## src/rtl/oag_pkg.sv

```systemverilog
// Package: operand address generator constants and enumerations
// Assumes the core clock domain only; no software-visible registers
`default_nettype none
package oag_pkg;
   typedef enum logic [1:0] {SZ_BYTE, SZ_WORD, SZ_LONG} opsize_t;
   typedef enum logic [3:0] {
      AM_IND, AM_POSTINC, AM_PREDEC, AM_DISP4, AM_DISP12, AM_IDX,
      AM_GBR_DISP, AM_GBR_IDX, AM_TBR_DBL, AM_PC_DISP, AM_BR8, AM_BR12,
      AM_BR_REG, AM_NONE
   } amode_t;
   typedef enum logic [2:0] {
      IM_NONE, IM_IMM20, IM_IMM20S, IM_ZX8, IM_SX8, IM_TRAP, IM_BIT3
   } imode_t;
   localparam int XLEN          = 32;
   localparam int DISP4_LSB     = 0;
   localparam int DISP4_W       = 4;
   localparam int DISP8_W       = 8;
   localparam int DISP12_W      = 12;
   localparam int IMM20_W       = 20;
   localparam int IMM20S_SHIFT  = 8;
   localparam int FLD_HI_LSB    = 8;
   localparam int FLD_MID_LSB   = 4;
   localparam int BITNO_W       = 3;
   localparam int BITOP_BIT     = 3;
   localparam logic [31:0] PC_LONG_MASK = 32'hffff_fffc;
   localparam logic [31:0] ZERO32       = 32'h0000_0000;
endpackage
`default_nettype wire

```

## src/rtl/oag_field_decode.sv

```systemverilog
// Field decoder: splits instruction halfwords into register and immediate fields
// Assumes the halfwords are stable in the cycle they are presented
`default_nettype none
module oag_field_decode (
   input  wire logic [15:0] hw0,
   input  wire logic [15:0] hw1,
   output logic      [3:0]  dest_gpr,
   output logic      [3:0]  src_gpr,
   output logic      [3:0]  disp4,
   output logic      [7:0]  disp8,
   output logic      [11:0] disp12,
   output logic      [19:0] imm20,
   output logic      [2:0]  bit_no,
   output logic             bit_op_sel
);
   // Register fields at 11:8 and 7:4
   assign dest_gpr   = hw0[oag_pkg::FLD_HI_LSB +: 4];   // [RL21] [RL19]
   assign src_gpr    = hw0[oag_pkg::FLD_MID_LSB +: 4];  // [RL20] [RL22]
   assign disp4      = hw0[oag_pkg::DISP4_LSB +: oag_pkg::DISP4_W]; // [RL20]
   assign disp8      = hw0[7:0];                        // [RL21]
   assign disp12     = hw0[11:0];
   assign imm20      = {hw0[7:4], hw1};                 // [RL23]
   assign bit_no     = hw0[oag_pkg::BITNO_W-1:0];       // [RL22] [RL18]
   assign bit_op_sel = hw0[oag_pkg::BITOP_BIT];         // [RL22]
endmodule
`default_nettype wire

```

## src/rtl/operand_address_generator.sv

```systemverilog
// Operand address generator: effective addresses, base write-back, immediates
// Assumes register file values and memory read data are on the core clock
`default_nettype none
// What this block does
// RL1 - Post-increment: address is base, then base grows by 1, 2 or 4
// RL2 - Predecrement: base shrinks by 1, 2 or 4, shrunk value is address
// RL3 - Short displacement zero-extended, scaled by size, added to base
// RL4 - Long 12-bit displacement zero-extended, added unscaled to base
// RL5 - Indexed: address is named register plus register zero
// RL6 - Global base plus zero-extended 8-bit displacement scaled by size
// RL7 - Indexed global base: global base plus register zero
// RL8 - Table base plus displacement times four, memory word is address
// RL9 - PC operand: displacement doubled for word, longword masks PC low bits
// RL10 - 8-bit branch displacement sign-extended, doubled, added to PC
// RL11 - 12-bit branch displacement sign-extended, doubled, added to PC
// RL12 - Register branch target is PC plus named register
// RL13 - Plain 20-bit immediate load is sign-extended to 32 bits
// RL14 - Shifted 20-bit immediate sits at 27:8, low byte zero, sign above
// RL15 - Logic-class 8-bit immediates are zero-extended
// RL16 - Move, add, compare-equal 8-bit immediates are sign-extended
// RL17 - Trap immediate zero-extended and times four gives vector offset
// RL18 - 3-bit immediate of bit instructions names the target bit
// RL19 - Multiply-accumulate field 11:8 is a second source address
// RL20 - Displacement load: base at 7:4, displacement at 3:0
// RL21 - PC load: destination at 11:8, displacement at 7:0
// RL22 - Bit format: register 7:4, opcode bit 3, bit number 2:0
// RL23 - 32-bit immediate: register 11:8, imm bits from 7:4 plus halfword two
// RL24 - Misaligned word or longword address raises an address error, except in branch and table double-indirect modes
// RL25 - All address arithmetic is 32-bit, carries dropped
module operand_address_generator (
   input  wire logic                  clk,
   input  wire logic                  rst_n,
   input  wire logic                  req_valid,
   input  wire oag_pkg::amode_t       amode,
   input  wire oag_pkg::imode_t       imode,
   input  wire oag_pkg::opsize_t      opsize,
   input  wire logic                  mac_op,
   input  wire logic [15:0]           insn_hw0,
   input  wire logic [15:0]           insn_hw1,
   input  wire logic [31:0]           base_val,
   input  wire logic [31:0]           gpr_zero,
   input  wire logic [31:0]           global_base_reg,
   input  wire logic [31:0]           table_base_reg,
   input  wire logic [31:0]           pc_val,
   input  wire logic                  mem_rd_valid,
   input  wire logic [31:0]           mem_rd_data,
   output logic                       busy,
   output logic                       ea_valid,
   output logic [31:0]                ea,
   output logic                       addr_error,
   output logic                       wb_valid,
   output logic [3:0]                 wb_reg,
   output logic [31:0]                wb_data,
   output logic                       tbl_rd_req,
   output logic [31:0]                tbl_rd_addr,
   output logic                       imm_valid,
   output logic [31:0]                imm_out,
   output logic [3:0]                 dest_gpr,
   output logic [3:0]                 src_gpr,
   output logic                       src2_is_dest,
   output logic [2:0]                 bit_no,
   output logic                       bit_op_sel
);
   typedef enum logic [1:0] {ST_IDLE, ST_TBL_REQ, ST_TBL_WAIT} state_t;

   state_t      state;
   logic [3:0]  disp4;
   logic [7:0]  disp8;
   logic [11:0] disp12;
   logic [11:0] disp12_long;
   logic [19:0] imm20;
   logic [31:0] next_ea;
   logic [31:0] next_wb;
   logic        next_wb_en;
   logic [31:0] next_imm;
   logic [31:0] tbl_addr;
   logic [31:0] step;

   oag_field_decode u_fields (
      .hw0        (insn_hw0),
      .hw1        (insn_hw1),
      .dest_gpr   (dest_gpr),
      .src_gpr    (src_gpr),
      .disp4      (disp4),
      .disp8      (disp8),
      .disp12     (disp12),
      .imm20      (imm20),
      .bit_no     (bit_no),
      .bit_op_sel (bit_op_sel)
   );

   // Scale a zero-extended displacement by operand size
   function automatic logic [31:0] scale(input logic [31:0] d, input oag_pkg::opsize_t sz);
      case (sz)
         oag_pkg::SZ_WORD: scale = {d[30:0], 1'b0};
         oag_pkg::SZ_LONG: scale = {d[29:0], 2'b00};
         default:          scale = d;
      endcase
   endfunction

   // Alignment check for an operand address
   function automatic logic misaligned(input logic [31:0] a, input oag_pkg::opsize_t sz);
      case (sz)
         oag_pkg::SZ_WORD: misaligned = a[0];
         oag_pkg::SZ_LONG: misaligned = |a[1:0];
         default:          misaligned = 1'b0;
      endcase
   endfunction

   assign step         = scale(32'h0000_0001, opsize);                   // [RL1] [RL2]
   assign src2_is_dest = mac_op;                                         // [RL19]
   assign tbl_addr     = table_base_reg + {22'h0, disp8, 2'b00};         // [RL8] [RL25]
   assign busy         = (state != ST_IDLE);
   // Long displacement sits in the second halfword
   assign disp12_long  = insn_hw1[11:0];                                 // [RL4]

   // Effective address and write-back value
   always_comb begin
      next_ea    = oag_pkg::ZERO32;
      next_wb    = base_val;
      next_wb_en = 1'b0;
      case (amode)
         oag_pkg::AM_IND: next_ea = base_val;
         oag_pkg::AM_POSTINC: begin
            next_ea    = base_val;                                       // [RL1]
            next_wb    = base_val + step;                                // [RL1] [RL25]
            next_wb_en = 1'b1;
         end
         oag_pkg::AM_PREDEC: begin
            next_wb    = base_val - step;                                // [RL2] [RL25]
            next_ea    = next_wb;                                        // [RL2]
            next_wb_en = 1'b1;
         end
         oag_pkg::AM_DISP4:
            next_ea = base_val + scale({28'h0000000, disp4}, opsize);    // [RL3]
         oag_pkg::AM_DISP12:
            next_ea = base_val + {20'h00000, disp12_long};               // [RL4]
         oag_pkg::AM_IDX:
            next_ea = base_val + gpr_zero;                               // [RL5]
         oag_pkg::AM_GBR_DISP:
            next_ea = global_base_reg + scale({24'h000000, disp8}, opsize); // [RL6]
         oag_pkg::AM_GBR_IDX:
            next_ea = global_base_reg + gpr_zero;                        // [RL7]
         oag_pkg::AM_PC_DISP: begin
            if (opsize == oag_pkg::SZ_LONG) begin
               next_ea = (pc_val & oag_pkg::PC_LONG_MASK)
                       + {22'h0, disp8, 2'b00};                          // [RL9]
            end else begin
               next_ea = pc_val + {23'h0, disp8, 1'b0};                  // [RL9]
            end
         end
         oag_pkg::AM_BR8:
            next_ea = pc_val + {{23{disp8[7]}}, disp8, 1'b0};            // [RL10]
         oag_pkg::AM_BR12:
            next_ea = pc_val + {{19{disp12[11]}}, disp12, 1'b0};         // [RL11]
         oag_pkg::AM_BR_REG:
            next_ea = pc_val + base_val;                                 // [RL12]
         default: next_ea = oag_pkg::ZERO32;
      endcase
   end

   // Immediate extension
   always_comb begin
      case (imode)
         oag_pkg::IM_IMM20:
            next_imm = {{12{imm20[19]}}, imm20};                         // [RL13]
         oag_pkg::IM_IMM20S:
            next_imm = {{4{imm20[19]}}, imm20, 8'h00};                   // [RL14]
         oag_pkg::IM_ZX8:  next_imm = {24'h000000, disp8};               // [RL15]
         oag_pkg::IM_SX8:  next_imm = {{24{disp8[7]}}, disp8};           // [RL16]
         oag_pkg::IM_TRAP: next_imm = {22'h0, disp8, 2'b00};             // [RL17]
         oag_pkg::IM_BIT3: next_imm = {29'h0, bit_no};                   // [RL18]
         default:          next_imm = oag_pkg::ZERO32;
      endcase
   end

   // Table double-indirect sequencer
   always_ff @(posedge clk or negedge rst_n) begin
      if (!rst_n) begin
         state <= ST_IDLE;
      end else begin
         case (state)
            ST_IDLE:
               if (req_valid && amode == oag_pkg::AM_TBR_DBL) begin
                  state <= ST_TBL_REQ;
               end
            ST_TBL_REQ: state <= ST_TBL_WAIT;
            ST_TBL_WAIT:
               if (mem_rd_valid) begin
                  state <= ST_IDLE;
               end
            default: state <= ST_IDLE;
         endcase
      end
   end

   // Table read request
   always_ff @(posedge clk or negedge rst_n) begin
      if (!rst_n) begin
         tbl_rd_req  <= 1'b0;
         tbl_rd_addr <= oag_pkg::ZERO32;
      end else begin
         tbl_rd_req <= (state == ST_IDLE) && req_valid && amode == oag_pkg::AM_TBR_DBL;
         if (state == ST_IDLE && req_valid) begin
            tbl_rd_addr <= tbl_addr;                                     // [RL8]
         end
      end
   end

   // Effective address result and alignment error
   always_ff @(posedge clk or negedge rst_n) begin
      if (!rst_n) begin
         ea_valid   <= 1'b0;
         ea         <= oag_pkg::ZERO32;
         addr_error <= 1'b0;
      end else begin
         ea_valid   <= 1'b0;
         addr_error <= 1'b0;
         if (state == ST_TBL_WAIT && mem_rd_valid) begin
            ea_valid <= 1'b1;
            ea       <= mem_rd_data;                                     // [RL8]
         end else if (state == ST_IDLE && req_valid && amode != oag_pkg::AM_TBR_DBL
                      && amode != oag_pkg::AM_NONE) begin
            ea_valid   <= 1'b1;
            ea         <= next_ea;
            addr_error <= misaligned(next_ea, opsize)
                          && amode != oag_pkg::AM_BR8 && amode != oag_pkg::AM_BR12
                          && amode != oag_pkg::AM_BR_REG;                // [RL24]
         end
      end
   end

   // Base register write-back
   always_ff @(posedge clk or negedge rst_n) begin
      if (!rst_n) begin
         wb_valid <= 1'b0;
         wb_reg   <= 4'h0;
         wb_data  <= oag_pkg::ZERO32;
      end else begin
         wb_valid <= (state == ST_IDLE) && req_valid && next_wb_en;      // [RL1] [RL2]
         if (state == ST_IDLE && req_valid && next_wb_en) begin
            wb_reg  <= src_gpr;
            wb_data <= next_wb;
         end
      end
   end

   // Immediate result
   always_ff @(posedge clk or negedge rst_n) begin
      if (!rst_n) begin
         imm_valid <= 1'b0;
         imm_out   <= oag_pkg::ZERO32;
      end else begin
         imm_valid <= (state == ST_IDLE) && req_valid && imode != oag_pkg::IM_NONE;
         if (state == ST_IDLE && req_valid) begin
            imm_out <= next_imm;
         end
      end
   end

   property p_postinc;
      @(posedge clk) disable iff (!rst_n)
      (state == ST_IDLE && req_valid && amode == oag_pkg::AM_POSTINC)
      |=> wb_valid && wb_data == $past(base_val) + $past(step) && ea == $past(base_val);
   endproperty
   a_postinc: assert property (p_postinc) else $error("post-increment wrong"); // [RL1]

   property p_predec;
      @(posedge clk) disable iff (!rst_n)
      (state == ST_IDLE && req_valid && amode == oag_pkg::AM_PREDEC)
      |=> wb_valid && ea == wb_data && wb_data == $past(base_val) - $past(step);
   endproperty
   a_predec: assert property (p_predec) else $error("predecrement wrong"); // [RL2]

   property p_disp12;
      @(posedge clk) disable iff (!rst_n)
      (state == ST_IDLE && req_valid && amode == oag_pkg::AM_DISP12)
      |=> ea_valid && ea == $past(base_val) + {20'h00000, $past(insn_hw1[11:0])};
   endproperty
   a_disp12: assert property (p_disp12) else $error("disp12 address wrong"); // [RL4]

   property p_idx;
      @(posedge clk) disable iff (!rst_n)
      (state == ST_IDLE && req_valid && amode == oag_pkg::AM_IDX)
      |=> ea_valid && ea == $past(base_val) + $past(gpr_zero);
   endproperty
   a_idx: assert property (p_idx) else $error("indexed address wrong"); // [RL5]

   property p_gbr_idx;
      @(posedge clk) disable iff (!rst_n)
      (state == ST_IDLE && req_valid && amode == oag_pkg::AM_GBR_IDX)
      |=> ea == $past(global_base_reg) + $past(gpr_zero);
   endproperty
   a_gbr_idx: assert property (p_gbr_idx) else $error("gbr index wrong"); // [RL7]

   property p_tbl;
      @(posedge clk) disable iff (!rst_n)
      (state == ST_IDLE && req_valid && amode == oag_pkg::AM_TBR_DBL)
      |=> tbl_rd_req && !ea_valid
          && tbl_rd_addr == $past(table_base_reg) + {22'h0, $past(insn_hw0[7:0]), 2'b00};
   endproperty
   a_tbl: assert property (p_tbl) else $error("table read wrong"); // [RL8]

   property p_imm20;
      @(posedge clk) disable iff (!rst_n)
      (state == ST_IDLE && req_valid && imode == oag_pkg::IM_IMM20)
      |=> imm_valid
          && imm_out == {{12{$past(insn_hw0[7])}}, $past(insn_hw0[7:4]), $past(insn_hw1)};
   endproperty
   a_imm20: assert property (p_imm20) else $error("imm20 extension wrong"); // [RL13]

   property p_align;
      @(posedge clk) disable iff (!rst_n)
      (ea_valid && !addr_error && $past(amode) == oag_pkg::AM_IND && $past(state) == ST_IDLE)
      |-> !($past(opsize) == oag_pkg::SZ_LONG && ea[1:0] != 2'b00);
   endproperty
   a_align: assert property (p_align) else $error("misaligned longword not flagged"); // [RL24]
endmodule
`default_nettype wire

```

## config.mk

```make
export PLATFORM = sky130hd
export DESIGN_NAME = operand_address_generator
export DESIGN_NICKNAME = d
export VERILOG_FILES = /design/src/rtl/oag_pkg.sv /design/src/rtl/oag_field_decode.sv /design/src/rtl/operand_address_generator.sv
export SDC_FILE = /design/constraint.sdc
export NUM_CORES = 1
export LEC_CHECK = 0
export BUFFER_PORTS_ARGS = -buffer_cell sky130_fd_sc_hd__buf_4
export CORE_ASPECT_RATIO = 2
export CORE_MARGIN = 10
export CORE_UTILIZATION = 50
export CTS_BUF_LIST = sky130_fd_sc_hd__clkbuf_2 sky130_fd_sc_hd__clkbuf_4 sky130_fd_sc_hd__clkbuf_8
export CTS_CLUSTER_DIAMETER = 100
export DETAILED_ROUTE_END_ITERATION = 10
export HOLD_SLACK_MARGIN = 0.12
export PLACE_DENSITY = 0.75
export REMOVE_ABC_BUFFERS = 1
export SYNTH_ARGS = -nofsm -noshare
export SYNTH_HDL_FRONTEND = slang
export SYNTH_HIERARCHICAL = 1
export SYNTH_SLANG_ARGS = --single-unit
```

## constraint.sdc

```tcl
create_clock -name clk -period 2.37 [get_ports clk]
set_input_delay 0.237 -clock clk [delete_from_list [all_inputs] [get_ports clk]]
set_output_delay 0.237 -clock clk [all_outputs]
set_load 0.1 [all_outputs]
```

==> impl_metrics.yaml, run 1 <==
status:
  status: "did not finish"
  lastStage: "global routing"
  error: "[ERROR GRT-0232] Routing congestion too high. Check the congestion heatmap in the GUI."
synth:
  synthesis.area_mm2: 0.0171
  synth_top_cell_area_share_pct: 19.8
  synth_flop_cell: "dfrtp_1"
  synth.area.top_cells: "dfrtp_1 (20%), ha_1 (9.3%), nand2_1 (7.0%)"
  synth_edf_count: 0
  synth_common_cells: "nand2_1 (320), o21ai_0 (233), a21oi_1 (190)"
  avgSynthCellArea_um2: 7.34
  yosys.cell_count.top_type: "nand2_1"
  synthArstFlopShare_pct: 100
  ys_seq_area_share_pct: 19.8
  yosysWarningCount: 6
  synth-seq-cells: 135
  synth.distinct_cells: 90
  yosys.area.top_type: "dfrtp_1"
  synth_cells: 2328
grt:
  grt_max_degree: 57
  gr-total-overflow: 171
  grt_usage_pct: 71.6
clocking:
  cts.sinks: 135
  htreeDepth: 4
  cts_buffer_depth: 2
  cts_buffers: 17
  clockRootBuffer: "clkbuf_8"
timing:
  crit_endpoint: "ea[16]$_DFFE_PN0P_/D"
  worstEndpointType: "register input"
placement:
  gp_congestion: 1.19
  port_buffers: 382
  dpl.hpwl_um: 80200
floorplan:
  fp.dieW_um: 151
  start_util_pct: 50.8
  ios: 389
  rows: 95
  die_h_um: 281
## routing by layer
| layer | GRT overflow | track usage [%] |
|---|---|---|
| met1 | 2 | 68.2 |
| met2 | 101 | 89.4 |
| met3 | 2 | 57.1 |
| met4 | 66 | 74.7 |
| met5 | 0 | 16.9 |
## per-stage QoR
stage | instance area (µm²) | cells | util (%) | worst slack (ns)
after CTS | 28200 | 3809 | 83.9 | -0.809
after global placement | 25000 | 3648 | 74.5 | -2.13
after floorplan | 16100 | 2122 | - | -3.51
after detailed placement | 25000 | 3648 | 74.5 | -2.16
## cell families after synthesis
| logic type | after synthesis | synth area share [%] |
|---|---|---|
| AO/OA/AOI/OAI | 815 | 30.8 |
| XOR/XNOR | 146 | 7.49 |
| adder cells (fa/ha/maj) | 135 | 10.2 |
| buffers and inverters | 270 | 7.36 |
| flip-flops | 135 | 19.8 |
| multiplexers | 23 | 1.40 |
| AND/OR/NAND/NOR | 804 | 23.0 |
## timing repair
item	4_1_cts
hold buffers	53
endpoints found under the setup margin	63
pin swaps	131
endpoints found under the hold margin	184
resized for setup	421
gates cloned	2
setup buffers	84
==> run 2: changes to the inputs <==
Settings changed: CORE_ASPECT_RATIO 2 to not set, CORE_UTILIZATION 50 to 35, CTS_BUF_LIST sky130_fd_sc_hd__clkbuf_2 sky130_fd_sc_hd__clkbuf_4 sky130_fd_sc_hd__clkbuf_8 to not set, CTS_CLUSTER_DIAMETER 100 to not set, HOLD_SLACK_MARGIN 0.12 to not set, PLACE_DENSITY 0.75 to not set, PLACE_DENSITY_LB_ADDON set to 0.15.
==> run 2 against run 1 <==
The flow now finishes, with violations (negative setup slack). Synthesized cell count did not move. Synthesized area did not move.
==> impl_metrics.yaml, run 2 <==
final_layout:
  layout.nets: 3712
  stdcell_area_mm2: 0.0296
  layout-drive-gt1-share_pct: 48.0
  utilization_pct: 61.7
  layout_common_cells: "buf_4 (1086), nand2_1 (298), o21ai_0 (147)"
  area.growth.synth_to_final_pct: 73.2
  final_common_cell: "buf_4"
  diodes: 0
  top_regs: "ea (32), tbl_rd_addr (32), wb_data (32)"
clocking:
  cts_buffers: 17
  cts_buffer_depth: 2
  clockRootBuffer: "clkbuf_16"
  clkLatencyLatePin_ns: 0.50
  tritoncts: "built"
  cts.sinks: 135
  htreeDepth: 4
  clkTransAtPathRegs_ns: 0.07
timing:
  setup_viol: 46
  rsz0062_at_grt: "true"
  fin_setup_tns_ns: -23.02
  max_slew.worst_pin.slew_ns: 0.940
  fin_ws_ns: -0.893
  finalCritPeriodShare_pct: 138
  max-slew-margin-rel_pct: 37.3
  fmaxAchievable_mhz: 306
  fin_skew_ns: 0.0125
  period_minus_slack_ns: 3.26
  hold_viol: 0
  final_max_slew_viol_count: 0
drt:
  ant_nets: 0
  drc: 0
  drtPass1Iterations: 8
  wl_um: 95000
  routedWlPerCell_um: 23.9
  initialDrtViolationCount: 1864
  via_per_inst: 5.74
  vias: 22752
power_and_ir_drop:
  pwr-share-comb_pct: 61.9
  p_switching_uw: 7450
  internal_power_uw: 7290
  p_seq_share_pct: 19.5
  power_frac_clock_pct: 18.6
  peakVddDrop_v: 0.000595
  fin_total_pwr_uw: 14700
  swShare_pct: 50.5
  power_leakage_uw: 0.0138
  power_density_mw_per_mm2: 498
placement:
  dpl_worst_slack_ns: -2.15
  dpl.hpwl_um: 75800
  place_area_mm2: 0.0253
  port_buffers: 382
  gp_congestion: 0.971
setup_path:
  slowest_delay_ns: 0.38
  cp_top_family: "simple AND/OR/NAND/NOR gates"
  path_buf_inv: 7
  cp_common_cell: "buf_6"
  critPathLaunchType: "input pin"
  critical_path_class: "input pin to register"
  cpMaxStageDelayCell: "nor4bb_4"
  cp.depth: 18
  reg2reg_depth: 11
  crit_required_ns: 2.79
  cp-end-kind: "register"
  crit_arrival_ns: 3.68
  critPathMaxFanout: 6
  cp_cell_sequence: "buf_8, buf_6, buf_6, nor4bb_4, buf_6, buf_12, a22o_4, ha_4, buf_4, nand4_1, nor3_2, o21ai_4, nor4b_4, buf_4, or3b_4, or3_1, a21o_1, a41oi_2"
floorplan:
  start_util_pct: 35.6
  ios: 389
  die_h_um: 241
  rows: 80
  fp.dieW_um: 241
  die-area_mm2: 0.0580
  core_mm2: 0.0479
grt:
  grt_usage_pct: 31.1
  grt_max_degree: 95
  grt_pass1_wl_um: 137000
  gr-total-overflow: 0
  grt_pass1_vias: 22253
  antenna_found_initial: 1
synth:
  ys_seq_area_share_pct: 19.8
  yosys.area.top_type: "dfrtp_1"
  synth.area.top_cells: "dfrtp_1 (20%), ha_1 (9.3%), nand2_1 (7.0%)"
  yosys.cell_count.top_type: "nand2_1"
  synth_cells: 2328
  synth_edf_count: 0
  synth_top_cell_area_share_pct: 19.8
  synth_flop_cell: "dfrtp_1"
  synthesis.area_mm2: 0.0171
  avgSynthCellArea_um2: 7.34
  synthArstFlopShare_pct: 100
  synth.distinct_cells: 90
  synth-seq-cells: 135
  yosysWarningCount: 6
  synth_common_cells: "nand2_1 (320), o21ai_0 (233), a21oi_1 (190)"
status:
  status: "finished, violations left"
  violations: "negative setup slack"
min_path:
  min_path_cells: 3
  min_path_type: "input pin to register"
run:
  maxCapViolations: 0
==> run 2: worst paths after layout <==
| path | startpoint | end | slack, ns |
|---|---|---|---|
| hold reg to reg | tbl_rd_addr[21] | tbl_rd_addr[21] | 0.48 |
| hold / removal | mem_rd_data[4] | ea[4] | 0.02 |
| min in group asynchronous | rst_n | tbl_rd_addr[29] | 0.28 |
| setup / recovery | amode[1] | ea[28] | -0.89 |
| setup reg to reg | state[1] | ea[17] | -0.06 |
| max in group asynchronous | rst_n | imm_out[24] | 1.39 |
==> run 2: kinds of logic (layout without fill, tap and decap cells) <==
group | Yosys count | in the layout | share of synthesized area [%]
multiplexers | 23 | 23 | 1.40
XOR/XNOR | 146 | 146 | 7.49
adder cells (fa/ha/maj) | 135 | 135 | 10.2
flip-flops | 135 | 135 | 19.8
AND/OR/NAND/NOR | 804 | 804 | 23.0
buffers and inverters | 270 | 1294 | 7.36
AO/OA/AOI/OAI | 815 | 815 | 30.8
==> run 2: repair_timing <==
item | CTS | global route
buffers inserted | 50 | 51
hold buffers | 17 | 0
endpoints found under the hold margin | 72 | 0
resized for setup | 413 | 231
pin swaps | 146 | 192
setup endpoints to repair | 68 | 65
cloned | 3 | 1
==> run 2: worst reg2reg max path: cells and delay by family (launching register included) <==
| kind | cells | cell delay (ns) |
|---|---|---|
| AOI/OAI and AO/OA | 6 | 1.23 |
| buffers and inverters | 2 | 0.35 |
| and+or+nand+nor | 3 | 0.36 |
| DFF | 1 | 0.40 |
==> run 2: power by group through the flow <==
stage / combinational [µW] / sequential [µW] / clock (µW)
6_report: 9120 / 2870 / 2740
5_1_grt: 9540 / 2910 / 2860
3_3_place_gp: 8050 / 2900 / 0
2_1_floorplan: 2090 / 5370 / 0
4_1_cts: 8690 / 2870 / 2790
3_5_place_dp: 8080 / 2910 / 0
==> run 2: final cells by class <==
cell class | instances | area (µm²)
clock inverters | 13 | 110
repair buffers | 1198 | 9640
clock buffers | 19 | 453
multi-input cells | 1923 | 15000
well taps | 615 | 769
fillers | 4358 | 18400
inverters | 64 | 251
flip-flops and latches | 135 | 3380
==> run 2: metrics by stage <==
| stage | hold WS [ns] | instances |
|---|---|---|
| 4_1_cts | 0.000676 | 3928 |
| 3_3_place_gp | 0.246 | 3833 |
| 6_report | 0.0226 | 3967 |
| 5_1_grt | 0.0279 | 3967 |
| 2_1_floorplan | -0.0586 | 2122 |
| 3_5_place_dp | 0.252 | 3833 |
==> run 2: metal layers <==
| metal | vias to the layer above | wire length, µm | GRT usage (%) |
|---|---|---|---|
| met5 | - | 13 | 0 |
| met4 | 2 | 2690 | 10.4 |
| met3 | 145 | 7460 | 5.92 |
| met2 | 860 | 42900 | 48.5 |
| met1 | 11132 | 41900 | 42.3 |
| li1 | 10613 | - | - |
No activity file was read; power rests on OpenSTA's default activity.
==> run 3: changes to the inputs <==
==> constraint.sdc (replaced) <==
create_clock -name clk -period 2.37 [get_ports clk]
set_input_delay 0.3555 -clock clk [delete_from_list [all_inputs] [get_ports clk]]
set_output_delay 0.3555 -clock clk [all_outputs]
set_load 0.1 [all_outputs]
==> run 3 against run 2 <==
The flow still finishes with violations (negative setup slack). First-iteration DRC count shrank 1.1%. Die area did not move. Clock-buffer cell count decreased by 2. Critical endpoint is now ea[22]. Global-route usage shrank 0.14 points. Non-clock buffer count is 10 higher. Routed wire length is 0.53% lower. Largest power group unchanged.
==> impl_metrics.yaml, run 3 (same netlist as run 2, synthesis figures left out) <==
min_path:
  min_path_type: "input pin to register"
  worstHoldEndpoint: "tbl_rd_addr[0]"
  holdCritStartpoint: "table_base_reg[0]"
  min_path_cells: 3
grt:
  antenna_found_initial: 3
  grt_max_degree: 95
  grt_pass1_vias: 22322
  grt_usage_pct: 30.9
  grt_pass1_wl_um: 137000
  gr-total-overflow: 0
power_and_ir_drop:
  swShare_pct: 50.8
  p_seq_share_pct: 19.4
  p_switching_uw: 7550
  pwr-share-comb_pct: 61.7
  power_leakage_uw: 0.0140
  power_density_mw_per_mm2: 499
  peakVddDrop_v: 0.000583
  internal_power_uw: 7310
  power_frac_clock_pct: 18.9
floorplan:
  fp.dieW_um: 241
  die_h_um: 241
  core_mm2: 0.0479
  start_util_pct: 35.6
  die-area_mm2: 0.0580
  ios: 389
  rows: 80
final_layout:
  layoutNonFillerInstCount: 3978
  top_regs: "ea (32), tbl_rd_addr (32), wb_data (32)"
  final_common_cell: "buf_4"
  fill_cells: 4328
  layout.nets: 3722
  area.growth.synth_to_final_pct: 74.5
  layout_common_cells: "buf_4 (1077), nand2_1 (299), a21oi_1 (139)"
  layout-drive-gt1-share_pct: 49.0
timing:
  final_max_slew_viol_count: 0
  max-slew-margin-rel_pct: 37.8
  max_slew.worst_pin.slew_ns: 0.933
  period_minus_slack_ns: 3.51
  fin_setup_tns_ns: -30.40
  finalCritPeriodShare_pct: 148
  setup_viol: 57
  fin_skew_ns: 0.0139
  hold_viol: 0
  rsz0062_at_grt: "true"
  fmaxAchievable_mhz: 285
  fin_ws_ns: -1.14
clocking:
  tritoncts: "built"
  cts_buffer_depth: 2
  clkTransAtPathRegs_ns: 0.08
  cts_buffers: 17
  clockRootBuffer: "clkbuf_16"
  htreeDepth: 4
  cts.sinks: 135
  clkLatencyLatePin_ns: 0.51
status:
  violations: "negative setup slack"
  status: "finished, violations left"
setup_path:
  crit_arrival_ns: 3.85
  rrSetupSlack_ns: -0.33
  reg2reg_depth: 11
  critPathMaxFanout: 5
  critPathLaunchType: "input pin"
  cp-end-kind: "register"
  crit_required_ns: 2.71
  r2r-start: "state[1]"
  worstReg2RegEnd: "ea[17]"
  critical_path_class: "input pin to register"
placement:
  dpl.hpwl_um: 74800
  port_buffers: 382
  dp_cells: 3840
  gp_congestion: 0.964
drt:
  drc: 0
  wl_um: 94500
  via_per_inst: 5.73
  vias: 22781
  initialDrtViolationCount: 1844
  drtPass1Iterations: 9
  ant_nets: 0
  routedWlPerCell_um: 23.7
run:
  maxCapViolations: 0
[run 3: cell types whose count changed in the layout (fill, tap and decap cells not counted), sizes merged]
| cell | delta |
|---|---|
| dlygate4sd3 | -16 |
| bufbuf | +2 |
| diode | +1 |
| clkinvlp | +3 |
| buf | +23 |
| clkinv | -1 |
| clkbuf | -1 |
[run 3: how the worst max path moves through the flow]
stage | from | endpoint | slack (ns) | cells after the start
floorplan | amode[2] | wb_data[21] | -3.63 | 4
global placement | amode[0] | ea[27] | -2.23 | 16
detailed placement | amode[0] | ea[28] | -2.29 | 15
CTS | amode[3] | ea[22] | -1.01 | 21
global route | amode[3] | ea[22] | -1.20 | 21
finish | amode[3] | ea[22] | -1.14 | 21
[run 3: stage by stage]
| step | power (µW) | area (µm²) | worst slack, ns | utilization (%) | hold slack, ns |
|---|---|---|---|---|---|
| floorplan | 7460 | 16100 | -3.63 | - | 0.0599 |
| global placement | 11000 | 25400 | -2.23 | 52.9 | 0.328 |
| detailed placement | 11000 | 25400 | -2.29 | 52.9 | 0.333 |
| CTS | 14500 | 28500 | -1.01 | 59.5 | 0.0299 |
| global route | 15400 | 29800 | -1.20 | 62.1 | 0.0646 |
| finish | 14900 | 29800 | -1.14 | 62.2 | 0.0615 |
[run 3: final cells by class]
type                       instances  area [µm²]  share of cell area, %
timing repair buffer            1208        9800                   32.9
clock buffer                      17         425                   1.43
multi-input combinational       1923       15000                   50.4
antenna                            1        2.50                0.00840
tap                              615         769                   2.58
inverter                          64         253                  0.848
clock inverter                    15         158                  0.529
sequential                       135        3380                   11.3
[run 3: per-layer routing]
layer  wire [µm]  share of wire (%)  track usage (%)  vias to the layer above
met1       41300                 44             41.7                    11073
met5           0                  0                0                        -
li1            -                  -                -                    10617
met4        2040                2.2             9.11                        0
met2       43300                 46             48.9                      971
met3        7750                8.2             6.38                      120
[run 3: what timing repair did]
item                                    CTS  global route
resized for setup                       483           218
hold buffers                              1             0
endpoints found under the setup margin   72            82
setup buffers                            80            42
gates cloned                              6             2
pin swaps                               159           189
hold endpoints to repair                 39             0
[run 3: power groups by stage]
stage          logic (µW)  clock network [µW]  registers, µW
6_report             9170                2810           2880
5_1_grt              9590                2920           2900
4_1_cts              8770                2870           2870
3_5_place_dp         8070                   0           2910
3_3_place_gp         8050                   0           2900
2_1_floorplan        2090                   0           5370
[run 3: critical path: stages]
cell and delay [ns]:
buf_8 0.10, buf_6 0.11, nor3b_4 0.21, and2_4 0.23, buf_6 0.11, nand2_4 0.04
o21ai_2 0.05, ha_2 0.22, inv_2 0.04, fa_2 0.34, nand2b_4 0.16, a21oi_2 0.13
buf_4 0.15, o211a_4 0.18, buf_6 0.10, nor2_4 0.04, o21ai_2 0.17, a31oi_2 0.13
xnor2_1 0.14, a222oi_1 0.68, o21ai_1 0.17
